==> src/inc/nfc_tx_regs.vh <==
// Purpose: Register map and timing constants of the NFC transmitter control
// Assumes: APB data 32 bits, core_clk period 8 ns
// Notes:   Shared by the top level and the ramp controller
`ifndef NFC_TX_REGS_VH
`define NFC_TX_REGS_VH
`define TXC_CTRL_OFS      12'h000
`define TXC_DRIVE_OFS     12'h004
`define TXC_STATUS_OFS    12'h008
`define TXC_CTRL_W        10
`define TXC_CTRL_RST      10'h000
`define TXC_DRIVE_W       16
`define TXC_DRIVE_RST     16'h0000
`define TXC_TX_EN_BIT     0
`define TXC_RX_EN_BIT     1
`define TXC_SINGLE_BIT    2
`define TXC_SEL_B_BIT     3
`define TXC_AM_BIT        4
`define TXC_LM_INT_BIT    5
`define TXC_LM_EXT_BIT    6
`define TXC_LM_INV_BIT    7
`define TXC_SLOW_BIT      8
`define TXC_PT_BIT        9
`define TXC_RES_LSB       0
`define TXC_DEPTH_LSB     4
`define TXC_IDLE_LSB      8
`define TXC_MODZ_LSB      12
`define TXC_CLK_PERIOD_NS 8
`define TXC_RAMP_TIME_NS  15000
`define TXC_RAMP_CYCLES   ((`TXC_RAMP_TIME_NS + `TXC_CLK_PERIOD_NS - 1) / `TXC_CLK_PERIOD_NS)
`define TXC_RAMP_STEPS    255
`define TXC_STEP_CYCLES   ((`TXC_RAMP_CYCLES + `TXC_RAMP_STEPS - 1) / `TXC_RAMP_STEPS)
`define TXC_DISCHARGE_MS  2
`define TXC_DISCHARGE_CYCLES ((`TXC_DISCHARGE_MS * 1000000) / `TXC_CLK_PERIOD_NS)
`endif

==> src/core/tx_segment_select.v <==
// Purpose: Turn a 4-bit resistance code into eight segment enables
// Assumes: Code is steady for one cycle when load is high
// Notes:   Output holds while load is low
`timescale 1ns/1ps
`default_nettype none
module tx_segment_select #(
	parameter SEGS = 8
) (
	input  wire            core_clk,
	input  wire            rst,
	input  wire            load,
	input  wire            active,
	input  wire [3:0]      code,
	output reg  [SEGS-1:0] seg_en_q
);
	// Each code step up to 7 drops one more top segment; one always stays on
	function [SEGS-1:0] thermo;
		input [3:0] c;
		integer k;
		begin
			thermo = {SEGS{1'b1}};
			for (k = 0; k < SEGS - 1; k = k + 1)
				if (c > k)
					thermo[SEGS-1-k] = 1'b0;
		end
	endfunction

	// Segments switched individually; all on in reset, idle driver fully off on load
	always @(posedge core_clk)
	begin
		if (rst)
			seg_en_q <= {SEGS{1'b1}};
		else if (load)
			seg_en_q <= active ? thermo(code) : {SEGS{1'b0}};
	end
endmodule // tx_segment_select
`default_nettype wire

==> src/core/tx_ramp_ctrl.v <==
// Purpose: Slow field ramp of the driver regulator
// Assumes: slow_ramp and tx_enable are register bits
// Notes:   Level 0 is a collapsed regulator, all ones is full supply
`timescale 1ns/1ps
`default_nettype none
`include "nfc_tx_regs.vh"
module tx_ramp_ctrl #(
	parameter DISCHARGE_CYCLES = `TXC_DISCHARGE_CYCLES
) (
	input  wire       core_clk,
	input  wire       rst,
	input  wire       slow_ramp,
	input  wire       tx_enable,
	output reg  [7:0] level_q,
	output reg        collapse_q,
	output reg        discharged_q
);
	localparam [15:0] STEP = `TXC_STEP_CYCLES;
	reg [15:0] step_cnt_q;
	reg [31:0] dis_cnt_q;

	// With slow_ramp set, collapse while off and climb one step per STEP cycles once enabled
	always @(posedge core_clk)
	begin
		if (rst)
		begin
			level_q    <= 8'hFF;
			step_cnt_q <= 16'h0000;
			collapse_q <= 1'b0;
		end
		else
		begin
			collapse_q <= slow_ramp & ~tx_enable;
			if (!tx_enable)
			begin
				level_q    <= slow_ramp ? 8'h00 : 8'hFF;
				step_cnt_q <= 16'h0000;
			end
			else if (!slow_ramp)
				level_q <= 8'hFF;
			else if (level_q != 8'hFF)
			begin
				// Spreads the climb over the whole transition time
				if (step_cnt_q >= STEP - 16'h0001)
				begin
					step_cnt_q <= 16'h0000;
					level_q    <= level_q + 8'h01;
				end
				else
					step_cnt_q <= step_cnt_q + 16'h0001;
			end
		end
	end

	// Tells software when the collapsed supply has had time to discharge
	always @(posedge core_clk)
	begin
		if (rst || !(slow_ramp && !tx_enable))
		begin
			dis_cnt_q    <= 32'h0000_0000;
			discharged_q <= 1'b0;
		end
		else if (dis_cnt_q >= DISCHARGE_CYCLES - 1)
			discharged_q <= 1'b1;
		else
			dis_cnt_q <= dis_cnt_q + 32'h0000_0001;
	end
endmodule // tx_ramp_ctrl
`default_nettype wire

==> src/core/nfc_tx_driver_control.v <==
// Purpose: Transmitter driver control of an NFC front end, APB slave
// Assumes: All inputs synchronous to core_clk; zero-wait APB
// Notes:   Carrier, segments and gate outputs are registered
`timescale 1ns/1ps
`default_nettype none
`include "nfc_tx_regs.vh"
module nfc_tx_driver_control #(
	parameter DISCHARGE_CYCLES = `TXC_DISCHARGE_CYCLES,
	parameter SEGS             = 8
) (
	input  wire            core_clk,
	input  wire            rst,
	input  wire [11:0]     paddr,
	input  wire            psel,
	input  wire            penable,
	input  wire            pwrite,
	input  wire [31:0]     pwdata,
	input  wire [3:0]      pstrb,
	output reg  [31:0]     prdata,
	output wire            pready,
	output wire            pslverr,
	input  wire            tx_modulate,
	input  wire            load_mod_signal,
	input  wire            field_clk_present,
	output reg             antenna_drive_out_a,
	output reg             antenna_drive_out_b,
	output wire [SEGS-1:0] seg_en_a,
	output wire [SEGS-1:0] seg_en_b,
	output reg             modulation_regulator_supply,
	output reg  [3:0]      amplitude_depth_level,
	output reg             load_mod_gate_out,
	output wire            regulator_collapse,
	output wire [7:0]      driver_regulator_supply,
	output reg             rx_enable,
	output reg             rx_input_b_select
);
	reg  [`TXC_CTRL_W-1:0]  ctrl_q;
	reg  [`TXC_DRIVE_W-1:0] drive_q;
	wire                    ramp_discharged;
	wire                    setup_ph;
	wire                    access_ph;
	wire                    mapped;
	wire [31:0]             status_word;

	// Control bits
	wire tx_en        = ctrl_q[`TXC_TX_EN_BIT];
	wire rx_en        = ctrl_q[`TXC_RX_EN_BIT];
	wire single_drv   = ctrl_q[`TXC_SINGLE_BIT];
	wire second_output_select = ctrl_q[`TXC_SEL_B_BIT];
	wire modulation_type_select = ctrl_q[`TXC_AM_BIT];
	wire internal_load_mod_enable = ctrl_q[`TXC_LM_INT_BIT];
	wire external_load_mod_enable = ctrl_q[`TXC_LM_EXT_BIT];
	wire external_load_mod_invert = ctrl_q[`TXC_LM_INV_BIT];
	wire slow_ramp    = ctrl_q[`TXC_SLOW_BIT];
	wire pt_mode      = ctrl_q[`TXC_PT_BIT];

	// Drive fields
	wire [3:0] drive_res = drive_q[`TXC_RES_LSB +: 4];
	wire [3:0] depth     = drive_q[`TXC_DEPTH_LSB +: 4];
	wire [3:0] target_idle_impedance = drive_q[`TXC_IDLE_LSB +: 4];
	wire [3:0] target_modulated_impedance = drive_q[`TXC_MODZ_LSB +: 4];

	// Register index decode, shared by read and write paths
	function [1:0] reg_sel;
		input [11:0] a;
		begin
			case (a)
				`TXC_CTRL_OFS:   reg_sel = 2'h1;
				`TXC_DRIVE_OFS:  reg_sel = 2'h2;
				`TXC_STATUS_OFS: reg_sel = 2'h3;
				default:         reg_sel = 2'h0;
			endcase
		end
	endfunction

	// Byte lane merge for partial writes
	function [31:0] lane_merge;
		input [31:0] old;
		input [31:0] wd;
		input [3:0]  st;
		integer b;
		begin
			lane_merge = old;
			for (b = 0; b < 4; b = b + 1)
				if (st[b])
					lane_merge[8*b +: 8] = wd[8*b +: 8];
		end
	endfunction

	// Bus phases; answers come in the first access cycle
	assign setup_ph  = psel & ~penable;
	assign access_ph = psel & penable;
	assign mapped    = reg_sel(paddr) != 2'h0;
	assign pready    = 1'b1;
	// Unmapped offsets and writes to the status word are errors
	assign pslverr   = access_ph &
		(~mapped | (pwrite & (reg_sel(paddr) == 2'h3)));

	// Merged write words; unimplemented upper bits are dropped on purpose
	wire [31:0] ctrl_wr  = lane_merge({22'h000000, ctrl_q}, pwdata,
		pstrb);
	wire [31:0] drive_wr = lane_merge({16'h0000, drive_q}, pwdata,
		pstrb);

	// Control register; transmitter and receiver enables kept apart
	always @(posedge core_clk)
	begin
		if (rst)
			ctrl_q <= `TXC_CTRL_RST;
		else if (access_ph && pwrite && reg_sel(paddr) == 2'h1)
			ctrl_q <= ctrl_wr[`TXC_CTRL_W-1:0];
	end

	// Drive register; resistance resets to all segments on
	always @(posedge core_clk)
	begin
		if (rst)
			drive_q <= `TXC_DRIVE_RST;
		else if (access_ph && pwrite && reg_sel(paddr) == 2'h2)
			drive_q <= drive_wr[`TXC_DRIVE_W-1:0];
	end

	// Live status seen by software
	assign status_word = {
		8'h00,
		ramp_discharged,
		regulator_collapse,
		field_clk_present,
		load_mod_gate_out,
		modulation_regulator_supply,
		antenna_drive_out_b,
		antenna_drive_out_a,
		driver_regulator_supply == 8'hFF,
		seg_en_b,
		seg_en_a
	};

	// Read data is captured in setup so it comes from a flop in access
	always @(posedge core_clk)
	begin
		if (rst)
			prdata <= 32'h0000_0000;
		else if (setup_ph && !pwrite)
		begin
			case (reg_sel(paddr))
				2'h1:    prdata <= {22'h000000, ctrl_q};
				2'h2:    prdata <= {16'h0000, drive_q};
				2'h3:    prdata <= status_word;
				default: prdata <= 32'h0000_0000;
			endcase
		end
	end

	// Which output pair a single driver uses
	wire use_a = ~single_drv | ~second_output_select;
	wire use_b = ~single_drv | second_output_select;

	// Resistance code in use: target mode swaps between two impedances
	reg [3:0] code_d;
	always @*
	begin
		code_d = drive_res;
		if (pt_mode && internal_load_mod_enable)
			code_d = load_mod_signal ?
				target_modulated_impedance :
				target_idle_impedance;
	end

	// In target mode codes propagate only with a field clock
	wire seg_load = ~pt_mode | field_clk_present;
	wire seg_live = tx_en | pt_mode;

	tx_segment_select #(
		.SEGS (SEGS)
	) u_seg_a (
		.core_clk (core_clk),
		.rst      (rst),
		.load     (seg_load),
		.active   (seg_live & use_a),
		.code     (code_d),
		.seg_en_q (seg_en_a)
	);

	tx_segment_select #(
		.SEGS (SEGS)
	) u_seg_b (
		.core_clk (core_clk),
		.rst      (rst),
		.load     (seg_load),
		.active   (seg_live & use_b),
		.code     (code_d),
		.seg_en_q (seg_en_b)
	);

	tx_ramp_ctrl #(
		.DISCHARGE_CYCLES (DISCHARGE_CYCLES)
	) u_ramp (
		.core_clk     (core_clk),
		.rst          (rst),
		.slow_ramp    (slow_ramp),
		.tx_enable    (tx_en),
		.level_q      (driver_regulator_supply),
		.collapse_q   (regulator_collapse),
		.discharged_q (ramp_discharged)
	);

	// Carrier keying; keying gaps stop the carrier, AM swaps supply
	wire carrier = tx_en & ~pt_mode;
	wire ook_gap = ~modulation_type_select & tx_modulate;
	always @(posedge core_clk)
	begin
		if (rst)
		begin
			antenna_drive_out_a         <= 1'b0;
			antenna_drive_out_b         <= 1'b0;
			modulation_regulator_supply <= 1'b0;
		end
		else
		begin
			antenna_drive_out_a <= carrier & use_a & ~ook_gap;
			antenna_drive_out_b <= carrier & use_b & ~ook_gap;
			modulation_regulator_supply <= carrier &
				modulation_type_select & tx_modulate;
		end
	end

	// Depth code 0 is 5 percent, 15 is 30 percent
	always @(posedge core_clk)
	begin
		if (rst)
			amplitude_depth_level <= 4'h0;
		else
			amplitude_depth_level <= depth;
	end

	// External gate runs independently of driver load modulation
	always @(posedge core_clk)
	begin
		if (rst)
			load_mod_gate_out <= 1'b0;
		else
			load_mod_gate_out <= external_load_mod_enable &
				(load_mod_signal ^ external_load_mod_invert);
	end

	// Receiver enable follows its own bit; input pair follows the driver choice
	always @(posedge core_clk)
	begin
		if (rst)
		begin
			rx_enable         <= 1'b0;
			rx_input_b_select <= 1'b0;
		end
		else
		begin
			rx_enable         <= rx_en;
			rx_input_b_select <= single_drv & second_output_select;
		end
	end
endmodule // nfc_tx_driver_control
`default_nettype wire

==> config.mk <==
export PLATFORM = sky130hd
export DESIGN_NAME = nfc_tx_driver_control
export DESIGN_NICKNAME = d
export VERILOG_FILES = /design/src/core/tx_segment_select.v /design/src/core/tx_ramp_ctrl.v /design/src/core/nfc_tx_driver_control.v
export VERILOG_INCLUDE_DIRS = /design/src /design/src/inc
export SDC_FILE = /design/constraint.sdc
export NUM_CORES = 1
export LEC_CHECK = 0
export ABC_CLOCK_PERIOD_IN_PS = 2400
export BUFFER_PORTS_ARGS = -buffer_cell sky130_fd_sc_hd__buf_4
export CORE_MARGIN = 5
export CORE_UTILIZATION = 55
export DETAILED_ROUTE_END_ITERATION = 10
export PLACE_DENSITY = 0.8
export SLEW_MARGIN = 20
export SYNTH_ARGS = -nofsm -noshare
export SYNTH_HDL_FRONTEND = slang
export SYNTH_HIERARCHICAL = 1
export SYNTH_SLANG_ARGS = --single-unit
==> constraint.sdc <==
create_clock -name core_clk -period 2.4 [get_ports core_clk]
set_input_delay 0.12 -clock core_clk [delete_from_list [all_inputs] [get_ports core_clk]]
set_output_delay 0.12 -clock core_clk [all_outputs]
set_load 0.02 [all_outputs]
==> flow_summary.toml, run 1 <==
[pwr]
sw_frac_of_total_pct = 19.9
leakage_uw = 0.00307
pwr-share-clk_pct = 52.9
combPwrFrac_pct = 5.1
power.density_nw_per_um2 = 715
peakVddDrop_v = 0.000555
switchingPower_uw = 1070
internal_power_uw = 4320
power_frac_seq_pct = 42.0
total_power_uw = 5400

[cts]
cts_setup_buffers = 0
clock-root-buffer = "clkbuf_8"
clk_latency_ps = 520
cts_buffers = 17
clk_pin_slew_ps = 60
htreeDepth = 4
clock_sinks = 134
cts_resized = 0
hold_buffers = 22
cts_tree = "yes"
clock_path_buffers = 2

[sta]
finClkSkew_ps = 5.10
tightest_slew_ps = 756
fin_crit_ps = 2090
hold-worst-slack_ps = 25.7
max_clock_freq_mhz = 478
fin_crit_sh_pct = 87.1
final-setup-viol-count = 0
setup_slack_ps = 310
rsz0062_at_grt = "false"
maxSlewHeadroom_pct = 49.6
setup_tns_ps = 0
drv_slew = 0
finalHoldViolCount = 0

[synth]
synth_area_um2 = 5950
synth-seq-cells = 134
yosys_warnings = 6
avgSynthCellArea_um2 = 9.46
synth_commonest_cells = "dfxtp_1 (134), nor2_1 (55), nand2b_1 (46), mux2i_1 (41), a21oi_1 (31)"
netlist.area_leader.share_pct = 45.1
yosys-top-cells-area = "dfxtp_1 (45%), mux2i_1 (6.9%), nand2b_1 (4.8%)"
async_reset_ff_share_pct = 0
ys_seq_area_share_pct = 45.1
ys_types = 64
synth_most_common_cell = "dfxtp_1"
ys.flop_type = "dfxtp_1"
syn-instance-count = 629
synth_edf_count = 0
synth_top_area_cell = "dfxtp_1"

[floorplan]
start_util_pct = 55.6
core_area_um2 = 10700
die_y_um = 114
die_width_um = 114
num_rows = 38
die_area_um2 = 13000
ios = 125

[layout]
fin_area_um2 = 7550
diodes = 0
fillers = 815
area_growth_pct = 26.9
final_nets = 799
drive_gt1_share_pct = 21.4

[worst_setup_path]
cp_max_fo = 29
critical_path_class = "flop to flop"
r2r-start = "u_ramp/dis_cnt_q[0]"
arrival_ps = 2530
cp.required_ps = 2840
critPathCaptureType = "flop"
cp-start-kind = "flop"
startpoint = "u_ramp/dis_cnt_q[0]"

[drt]
drt-initial-drc-count = 541
drc = 0
vias = 5136
routed_wirelength_mm = 15.5
dr.pass1.iters = 5
ant_nets = 0
routedWlPerCell_um = 17.4
avgViaCountPerCell = 5.76

[global_routing]
grt_remaining_overflow = 0
grt_max_degree = 85
grt_pass1_vias = 4981
antenna_found_initial = 0
grt_use_total_pct = 24.0
grt_pass1_wl_mm = 24.8

[placement]
routabilityCongestion = 0.868
io_buffer_count = 97
place_area_um2 = 6680
dp_slack_ps = 365
hpwl_mm = 10.7

[worst_hold_path]
min_path_type = "input port to flop"
min-delay-start = "pstrb[0]"

[flow_run]
cap_violations = 0

[status]
status = "complete, no violations"
routing by layer:
metal	track usage, %	up-vias	share of wire (%)
met5	0	-	0
met4	9.82	0	2.5
met3	5.41	35	5.7
met2	39.1	197	49
met1	31.0	2432	42
li1	-	2472	-
power by group through the flow:
stage	sequential [µW]	clock [µW]	combinational [µW]
after floorplan	2330	0	125
after CTS	2260	2890	275
after global routing	2260	3010	294
after global placement	2310	0	241
after detailed placement	2310	0	246
final	2260	2850	277
placed cells by master, fill, tap and decap left out, types with 7 or more instances in the layout:
master / instances
or3_1: 10
nor2_1: 55
clkbuf_16: 16
a22oi_1: 11
o2bb2ai_1: 10
nor4_1: 9
nand2_1: 25
mux2i_1: 41
buf_4: 106
dfxtp_1: 134
nand4_1: 10
inv_1: 13
nor3_1: 11
nand2b_1: 46
nand3_1: 26
o21ai_0: 13
nor2b_1: 10
dlygate4sd3_1: 22
a21oi_1: 31
xnor2_1: 8
and2_1: 16
a21o_1: 9
conb_1: 9
and3_1: 7
cells by family after synthesis:
logic type               synth area share, %
other                                  0.126
AND/OR/NAND/NOR                         25.9
multiplexers                            7.09
buffers and inverters                   5.43
AO/OA/AOI/OAI                           14.4
adder cells (fa/ha/maj)                0.631
XOR/XNOR                                1.32
flip-flops                              45.1
critical path: stages (launching register included):
cell,delay (ps)
dfxtp_1,330
ha_1,280
nand4_1,110
and3_2,220
o211ai_4,110
buf_4,230
or4_1,510
a21oi_1,190
worst paths after layout:
kind / cells after the start / slack, ps / to
worst min register to register: 1 / 460 / u_ramp/dis_cnt_q[17]
worst max register to register: 7 / 310 / u_ramp/dis_cnt_q[10]
worst min-delay path: 3 / 30 / drive_q[1]
worst max-delay path: 7 / 310 / u_ramp/dis_cnt_q[10]
sequential cells by signal (all words and copies together) (netlist names), 4 cells and up:
signal                 count
u_seg_a/seg_en_q           8
u_seg_b/seg_en_q           8
u_ramp/step_cnt_q         16
amplitude_depth_level      4
drive_q                   16
u_ramp/dis_cnt_q          32
ctrl_q                    10
prdata                    24
u_ramp/level_q             8
final cells by class:
class | count | area, µm² | area share (%)
timing repair buffer | 128 | 1020 | 13.5
clock buffer | 22 | 453 | 6.00
clock inverter | 9 | 198 | 2.62
sequential | 134 | 2680 | 35.5
tap | 140 | 175 | 2.32
inverter | 15 | 56.3 | 0.746
multi-input combinational | 444 | 2970 | 39.3
stage by stage:
stage | instances | utilization [%]
6_report | 892 | 70.6
5_1_grt | 892 | 70.6
4_1_cts | 892 | 70.6
3_5_place_dp | 839 | 62.4
3_3_place_gp | 839 | 62.4
2_1_floorplan | 636 | -
Note: power is estimated with default switching activity, not from simulation.
==> inputs of run 2 (changes only) <==
--- a/config.mk
+++ b/config.mk
@@ -11,7 +11,7 @@
 export CORE_MARGIN = 5
 export CORE_UTILIZATION = 55
 export DETAILED_ROUTE_END_ITERATION = 10
-export PLACE_DENSITY = 0.8
+export PLACE_DENSITY = 0.9
 export SLEW_MARGIN = 20
 export SYNTH_ARGS = -nofsm -noshare
 export SYNTH_HDL_FRONTEND = slang
==> run 2 against run 1 <==
- final area shrank 0.85%
- cell count decreased by 0.11%
- clock skew up 2.5 ps
- first-iteration DRC count up 52%
- global-route usage up 0.94 points
==> flow_summary.toml, run 2 (same netlist as run 1, synthesis figures left out) <==
[sta]
drv_slew = 0
fin_crit_ps = 2190
maxSlewHeadroom_pct = 52.3
final-setup-viol-count = 0
finalHoldViolCount = 0
setup_tns_ps = 0
max_clock_freq_mhz = 456
tightest_slew_ps = 715
hold-worst-slack_ps = 16.1
fin_crit_sh_pct = 91.3
rsz0062_at_grt = "false"
finClkSkew_ps = 7.59

[placement]
io_buffer_count = 97
dp.cells = 840
routabilityCongestion = 0.891
hpwl_mm = 10.7

[worst_setup_path]
cp-start-kind = "flop"
arrival_ps = 2600
cp_top_family = "compound AO/OA/AOI/OAI gates"
crit_path_max_incr_delay_ps = 520
cp_slowest_cell = "a21oi_1"
cp_cell_sequence = "and2_1 > nor2_1 > a21oi_1 > and4bb_4 > a221o_1"
cp_num_buf_inv = 0
critPathCaptureType = "flop"
cp.required_ps = 2810
cp_max_fo = 8
r2r_slack_ps = 210
critical_path_class = "flop to flop"

[layout]
largest-register = "u_ramp/dis_cnt_q"
mostFrequentLayoutCells = "dfxtp_1 (134), buf_4 (106), nor2_1 (55)"
final_nets = 797
area_growth_pct = 25.8
finalNonFillerCells = 891
diodes = 0
fillers = 729
layout_commonest_cell = "dfxtp_1"
drive_gt1_share_pct = 22.2
largest_reg_flops = 32
top_regs = "u_ramp/dis_cnt_q (32), prdata (24)"

[cts]
htreeDepth = 4
clk_pin_slew_ps = 60
clock_path_buffers = 2
cts_tree = "yes"
clock_sinks = 134
cts_buffers = 17
clk_latency_ps = 530
cts_setup_buffers = 0
clock-root-buffer = "clkbuf_8"

[pwr]
sw_frac_of_total_pct = 22.8
power.density_nw_per_um2 = 686
switchingPower_uw = 1170
power_frac_seq_pct = 44.0
pwr-share-clk_pct = 50.6
internal_power_uw = 3960
total_power_uw = 5140
peakVddDrop_v = 0.000394
leakage_uw = 0.00303
combPwrFrac_pct = 5.4

[floorplan]
die_area_um2 = 13000
core_area_um2 = 10700
ios = 125
start_util_pct = 55.6
die_width_um = 114
num_rows = 38
die_y_um = 114

[drt]
vias = 5307
routed_wirelength_mm = 16.1
drc = 0
routedWlPerCell_um = 18.1
drt-initial-drc-count = 820
avgViaCountPerCell = 5.96
ant_nets = 0
dr.pass1.iters = 5

[flow_run]
cap_violations = 0

[worst_hold_path]
min_path_type = "input port to flop"

[status]
status = "complete, no violations"

[global_routing]
grt_max_degree = 65
grt_use_total_pct = 25.0
grt_pass1_vias = 5104
grt_pass1_wl_mm = 25.7
grt_remaining_overflow = 0
antenna_found_initial = 0
run 2: final timing paths:
kind	startpoint	endpoint	cells after the start
max	ctrl_q[9]	u_seg_b/seg_en_q[7]	5
max reg2reg	ctrl_q[9]	u_seg_b/seg_en_q[7]	5
min reg2reg	prdata[18]	prdata[18]	2
min	rst	drive_q[15]	3
run 2: per-layer routing:
metal	share of wire, %	global-route usage (%)
met1	41	30.5
met2	50	42.7
met3	7.0	6.26
met4	2.1	9.03
met5	0	0
run 2: repair_timing:
action	CTS	global route
gates resized for setup	0	1
hold endpoints to repair	30	0
hold buffers	19	0
endpoints found under the setup margin	0	1
run 2: worst register-to-register path, delay by kind of cell, from the launching register on:
family,cells,cell delay [ps]
AND/OR/NAND/NOR,3,760
AO/OA/AOI/OAI,2,840
flip-flops,1,490
run 2: metrics by stage:
step	instance area [µm²]	setup slack, ps	utilization, %
6_report	7490	208	70.0
4_1_cts	7480	206	70.0
2_1_floorplan	5980	488	-
5_1_grt	7490	61.1	70.0
3_3_place_gp	6700	491	62.6
3_5_place_dp	6700	301	62.6
run 2: layout make-up:
cell class                 count  area, µm²  share of cell area (%)
timing repair buffer         126       1010                    13.4
sequential                   134       2680                    35.8
multi-input combinational    444       2970                    39.7
inverter                      15       56.3                   0.752
clock buffer                  17        414                    5.53
tap                          140        175                    2.34
clock inverter                15        179                    2.39
run 2: power groups by stage:
| stage | Sequential (µW) | Combinational (µW) | Clock, µW |
|---|---|---|---|
| 6_report | 2260 | 275 | 2600 |
| 4_1_cts | 2260 | 272 | 2610 |
| 3_5_place_dp | 2310 | 245 | 0 |
| 5_1_grt | 2260 | 293 | 2730 |
| 2_1_floorplan | 2330 | 125 | 0 |
| 3_3_place_gp | 2310 | 240 | 0 |
==> inputs of run 3 (changes only) <==
--- a/config.mk
+++ b/config.mk
@@ -6,8 +6,10 @@
 export SDC_FILE = /design/constraint.sdc
 export NUM_CORES = 1
 export LEC_CHECK = 0
+export ABC_AREA = 1
 export ABC_CLOCK_PERIOD_IN_PS = 2400
 export BUFFER_PORTS_ARGS = -buffer_cell sky130_fd_sc_hd__buf_4
+export CAP_MARGIN = 0
 export CORE_MARGIN = 5
 export CORE_UTILIZATION = 55
 export DETAILED_ROUTE_END_ITERATION = 10
==> run 3 against run 2 <==
- cell count is 31% higher
- clock skew is 0.99 ps higher
- sequential share of layout area is 1.7 points lower
- worst hold slack better by 17 ps
- non-clock buffer count is 1 lower
- power is 0.74% lower
- wire length is 5.5% higher
- sequential cell count stayed put
- combinational power is 12% lower
- first-iteration DRC count is 9.9% lower
- die area is 5.7% higher
- critical path depth is 4 higher
==> flow_summary.toml, run 3 <==
[synth]
synth_most_common_cell = "nand2_1"
ys.flop_type = "dfxtp_1"
synth_area_um2 = 6320
synth_xor_area_share_pct = 1.11
synth-seq-cells = 134
synth_commonest_cells = "nand2_1 (191), dfxtp_1 (134), nand3_1 (125), nor2_1 (115), inv_1 (98)"
yosys-top-cells-area = "dfxtp_1 (42%), nand2_1 (11%), nand3_1 (9.9%)"
synthSimpleGateAreaFrac_pct = 37.0
synth_top_area_cell = "dfxtp_1"
avgSynthCellArea_um2 = 7.05
synth_top_family_by_area = "simple AND/OR/NAND/NOR gates"
synth_edf_count = 0
synthMuxAreaShare_pct = 0
synth_compound_area_share_pct = 8.55
synthAdderAreaFrac_pct = 0.594
async_reset_ff_share_pct = 0
netlist.area_leader.share_pct = 42.4
ys_types = 34
syn-instance-count = 896
yosys_warnings = 6
ys_seq_area_share_pct = 42.4

[layout]
fin_area_um2 = 7860
diodes = 0
drive_gt1_share_pct = 18.8
mostFrequentLayoutCells = "nand2_1 (191), dfxtp_1 (134), nand3_1 (125)"
top_regs = "u_ramp/dis_cnt_q (32), prdata (24)"
fillers = 870
final_nets = 1067
area_growth_pct = 24.3
layout_commonest_cell = "nand2_1"
largest_reg_flops = 32
largest-register = "u_ramp/dis_cnt_q"

[cts]
htreeDepth = 4
cts_buffers = 17
clk_pin_slew_ps = 60
clock_sinks = 134
clock_path_buffers = 2
clock-root-buffer = "clkbuf_16"
cts_tree = "yes"
hold_buffers = 19
cts_setup_buffers = 0
cts_resized = 0
clk_latency_ps = 410

[pwr]
power.density_nw_per_um2 = 649
combPwrFrac_pct = 4.7
total_power_uw = 5100
leakage_uw = 0.00343
pwr-share-clk_pct = 50.8
peakVddDrop_v = 0.000496
internal_power_uw = 3900
switchingPower_uw = 1200
power_frac_seq_pct = 44.4
sw_frac_of_total_pct = 23.5

[sta]
max_clock_freq_mhz = 548
fin_crit_ps = 1820
maxSlewHeadroom_pct = 60.1
setup_tns_ps = 0
hold-worst-slack_ps = 32.7
tightest_slew_ps = 597
rsz0062_at_grt = "false"
drv_slew = 0
final-setup-viol-count = 0
finClkSkew_ps = 8.58
finalHoldViolCount = 0
fin_crit_sh_pct = 76.0

[worst_setup_path]
cp-start-kind = "flop"
cp_top_family = "simple AND/OR/NAND/NOR gates"
critPathCaptureType = "flop"
critical_path_class = "flop to flop"
cp_max_fo = 19
cp.depth = 9
cp_cell_sequence = "ha_1 > nand3_2 > nor2_1 > nand2_1 > nand2_2 > nand2_4 > nand2_8 > nand2_1 > a21oi_1"
crit_top_cell = "nand2_1"
reg2reg_depth = 9
arrival_ps = 2160
cp_slowest_cell = "dfxtp_1"
crit_path_max_incr_delay_ps = 430
cp.required_ps = 2740
cp_num_buf_inv = 0
r2r_slack_ps = 580

[placement]
io_buffer_count = 97
place_area_um2 = 7070
hpwl_mm = 11.5
routabilityCongestion = 0.932

[drt]
dr.pass1.iters = 5
drt-initial-drc-count = 739
vias = 6307
dr_wl_met2_mm = 8.42
drc = 0
ant_nets = 0
avgViaCountPerCell = 5.42
routed_wirelength_mm = 17.0
drt-met1-wl_mm = 6.64
routedWlPerCell_um = 14.6
highest_layer = "met4"
route.met3.wl_mm = 1.36

[floorplan]
core_area_um2 = 11300
die_area_um2 = 13700
num_rows = 39
die_y_um = 117
ios = 125
start_util_pct = 55.8
die_width_um = 117

[global_routing]
grt_pass1_vias = 5678
grt_max_degree = 43
antenna_found_initial = 0
grt_pass1_wl_mm = 27.6
grt_use_total_pct = 25.4
grt_remaining_overflow = 0

[worst_hold_path]
hold_path_depth = 3
min_path_type = "input port to flop"

[flow_run]
cap_violations = 0

[status]
status = "complete, no violations"
## run 3: cell type report
type,count,area [µm²],area share [%]
clock inverter,15,168,2.13
sequential,134,2680,34.1
timing repair buffer,125,986,12.5
tap,143,179,2.28
clock buffer,17,425,5.41
inverter,105,394,5.02
multi-input combinational,625,3020,38.5
## run 3: layer usage
metal,up-vias,GRT usage [%]
li1,3102,-
met1,2873,31.9
met2,280,42.5
met3,52,4.94
met4,0,11.0
met5,-,0
## run 3: cell families after synthesis
| logic type | Yosys count |
|---|---|
| and+or+nand+nor | 509 |
| DFF | 134 |
| buffers and inverters | 144 |
| other | 2 |
| adders and majority gates | 3 |
| AOI/OAI and AO/OA | 96 |
| xor gates and xnor gates | 8 |
## run 3: power by group through the flow
stage          clock network (µW)  logic, µW  registers (µW)
2_1_floorplan                   0       87.2            2330
3_3_place_gp                    0        209            2310
3_5_place_dp                    0        212            2310
4_1_cts                      2610        238            2270
5_1_grt                      2720        259            2270
6_report                     2590        242            2270
## run 3: metrics by stage
step,utilization (%),cells,setup WS (ps)
after floorplan,-,903,847
after global placement,62.5,1113,680
after detailed placement,62.5,1113,628
after CTS,69.4,1164,586
after global routing,69.4,1164,398
final,69.4,1164,577
## run 3: worst paths after layout
kind                          end                 start
min                     ctrl_q[8]              pstrb[1]
min reg2reg  u_ramp/dis_cnt_q[21]  u_ramp/dis_cnt_q[21]
max reg2reg  u_ramp/dis_cnt_q[13]   u_ramp/dis_cnt_q[0]
max          u_ramp/dis_cnt_q[13]   u_ramp/dis_cnt_q[0]
## run 3: worst reg2reg max path: stages (launching register included)
cell     delay (ps)
dfxtp_1         430
ha_1            330
nand3_2         140
nor2_1          120
nand2_1          80
nand2_2          90
nand2_4         150
nand2_8         210
nand2_1          70
a21oi_1         140
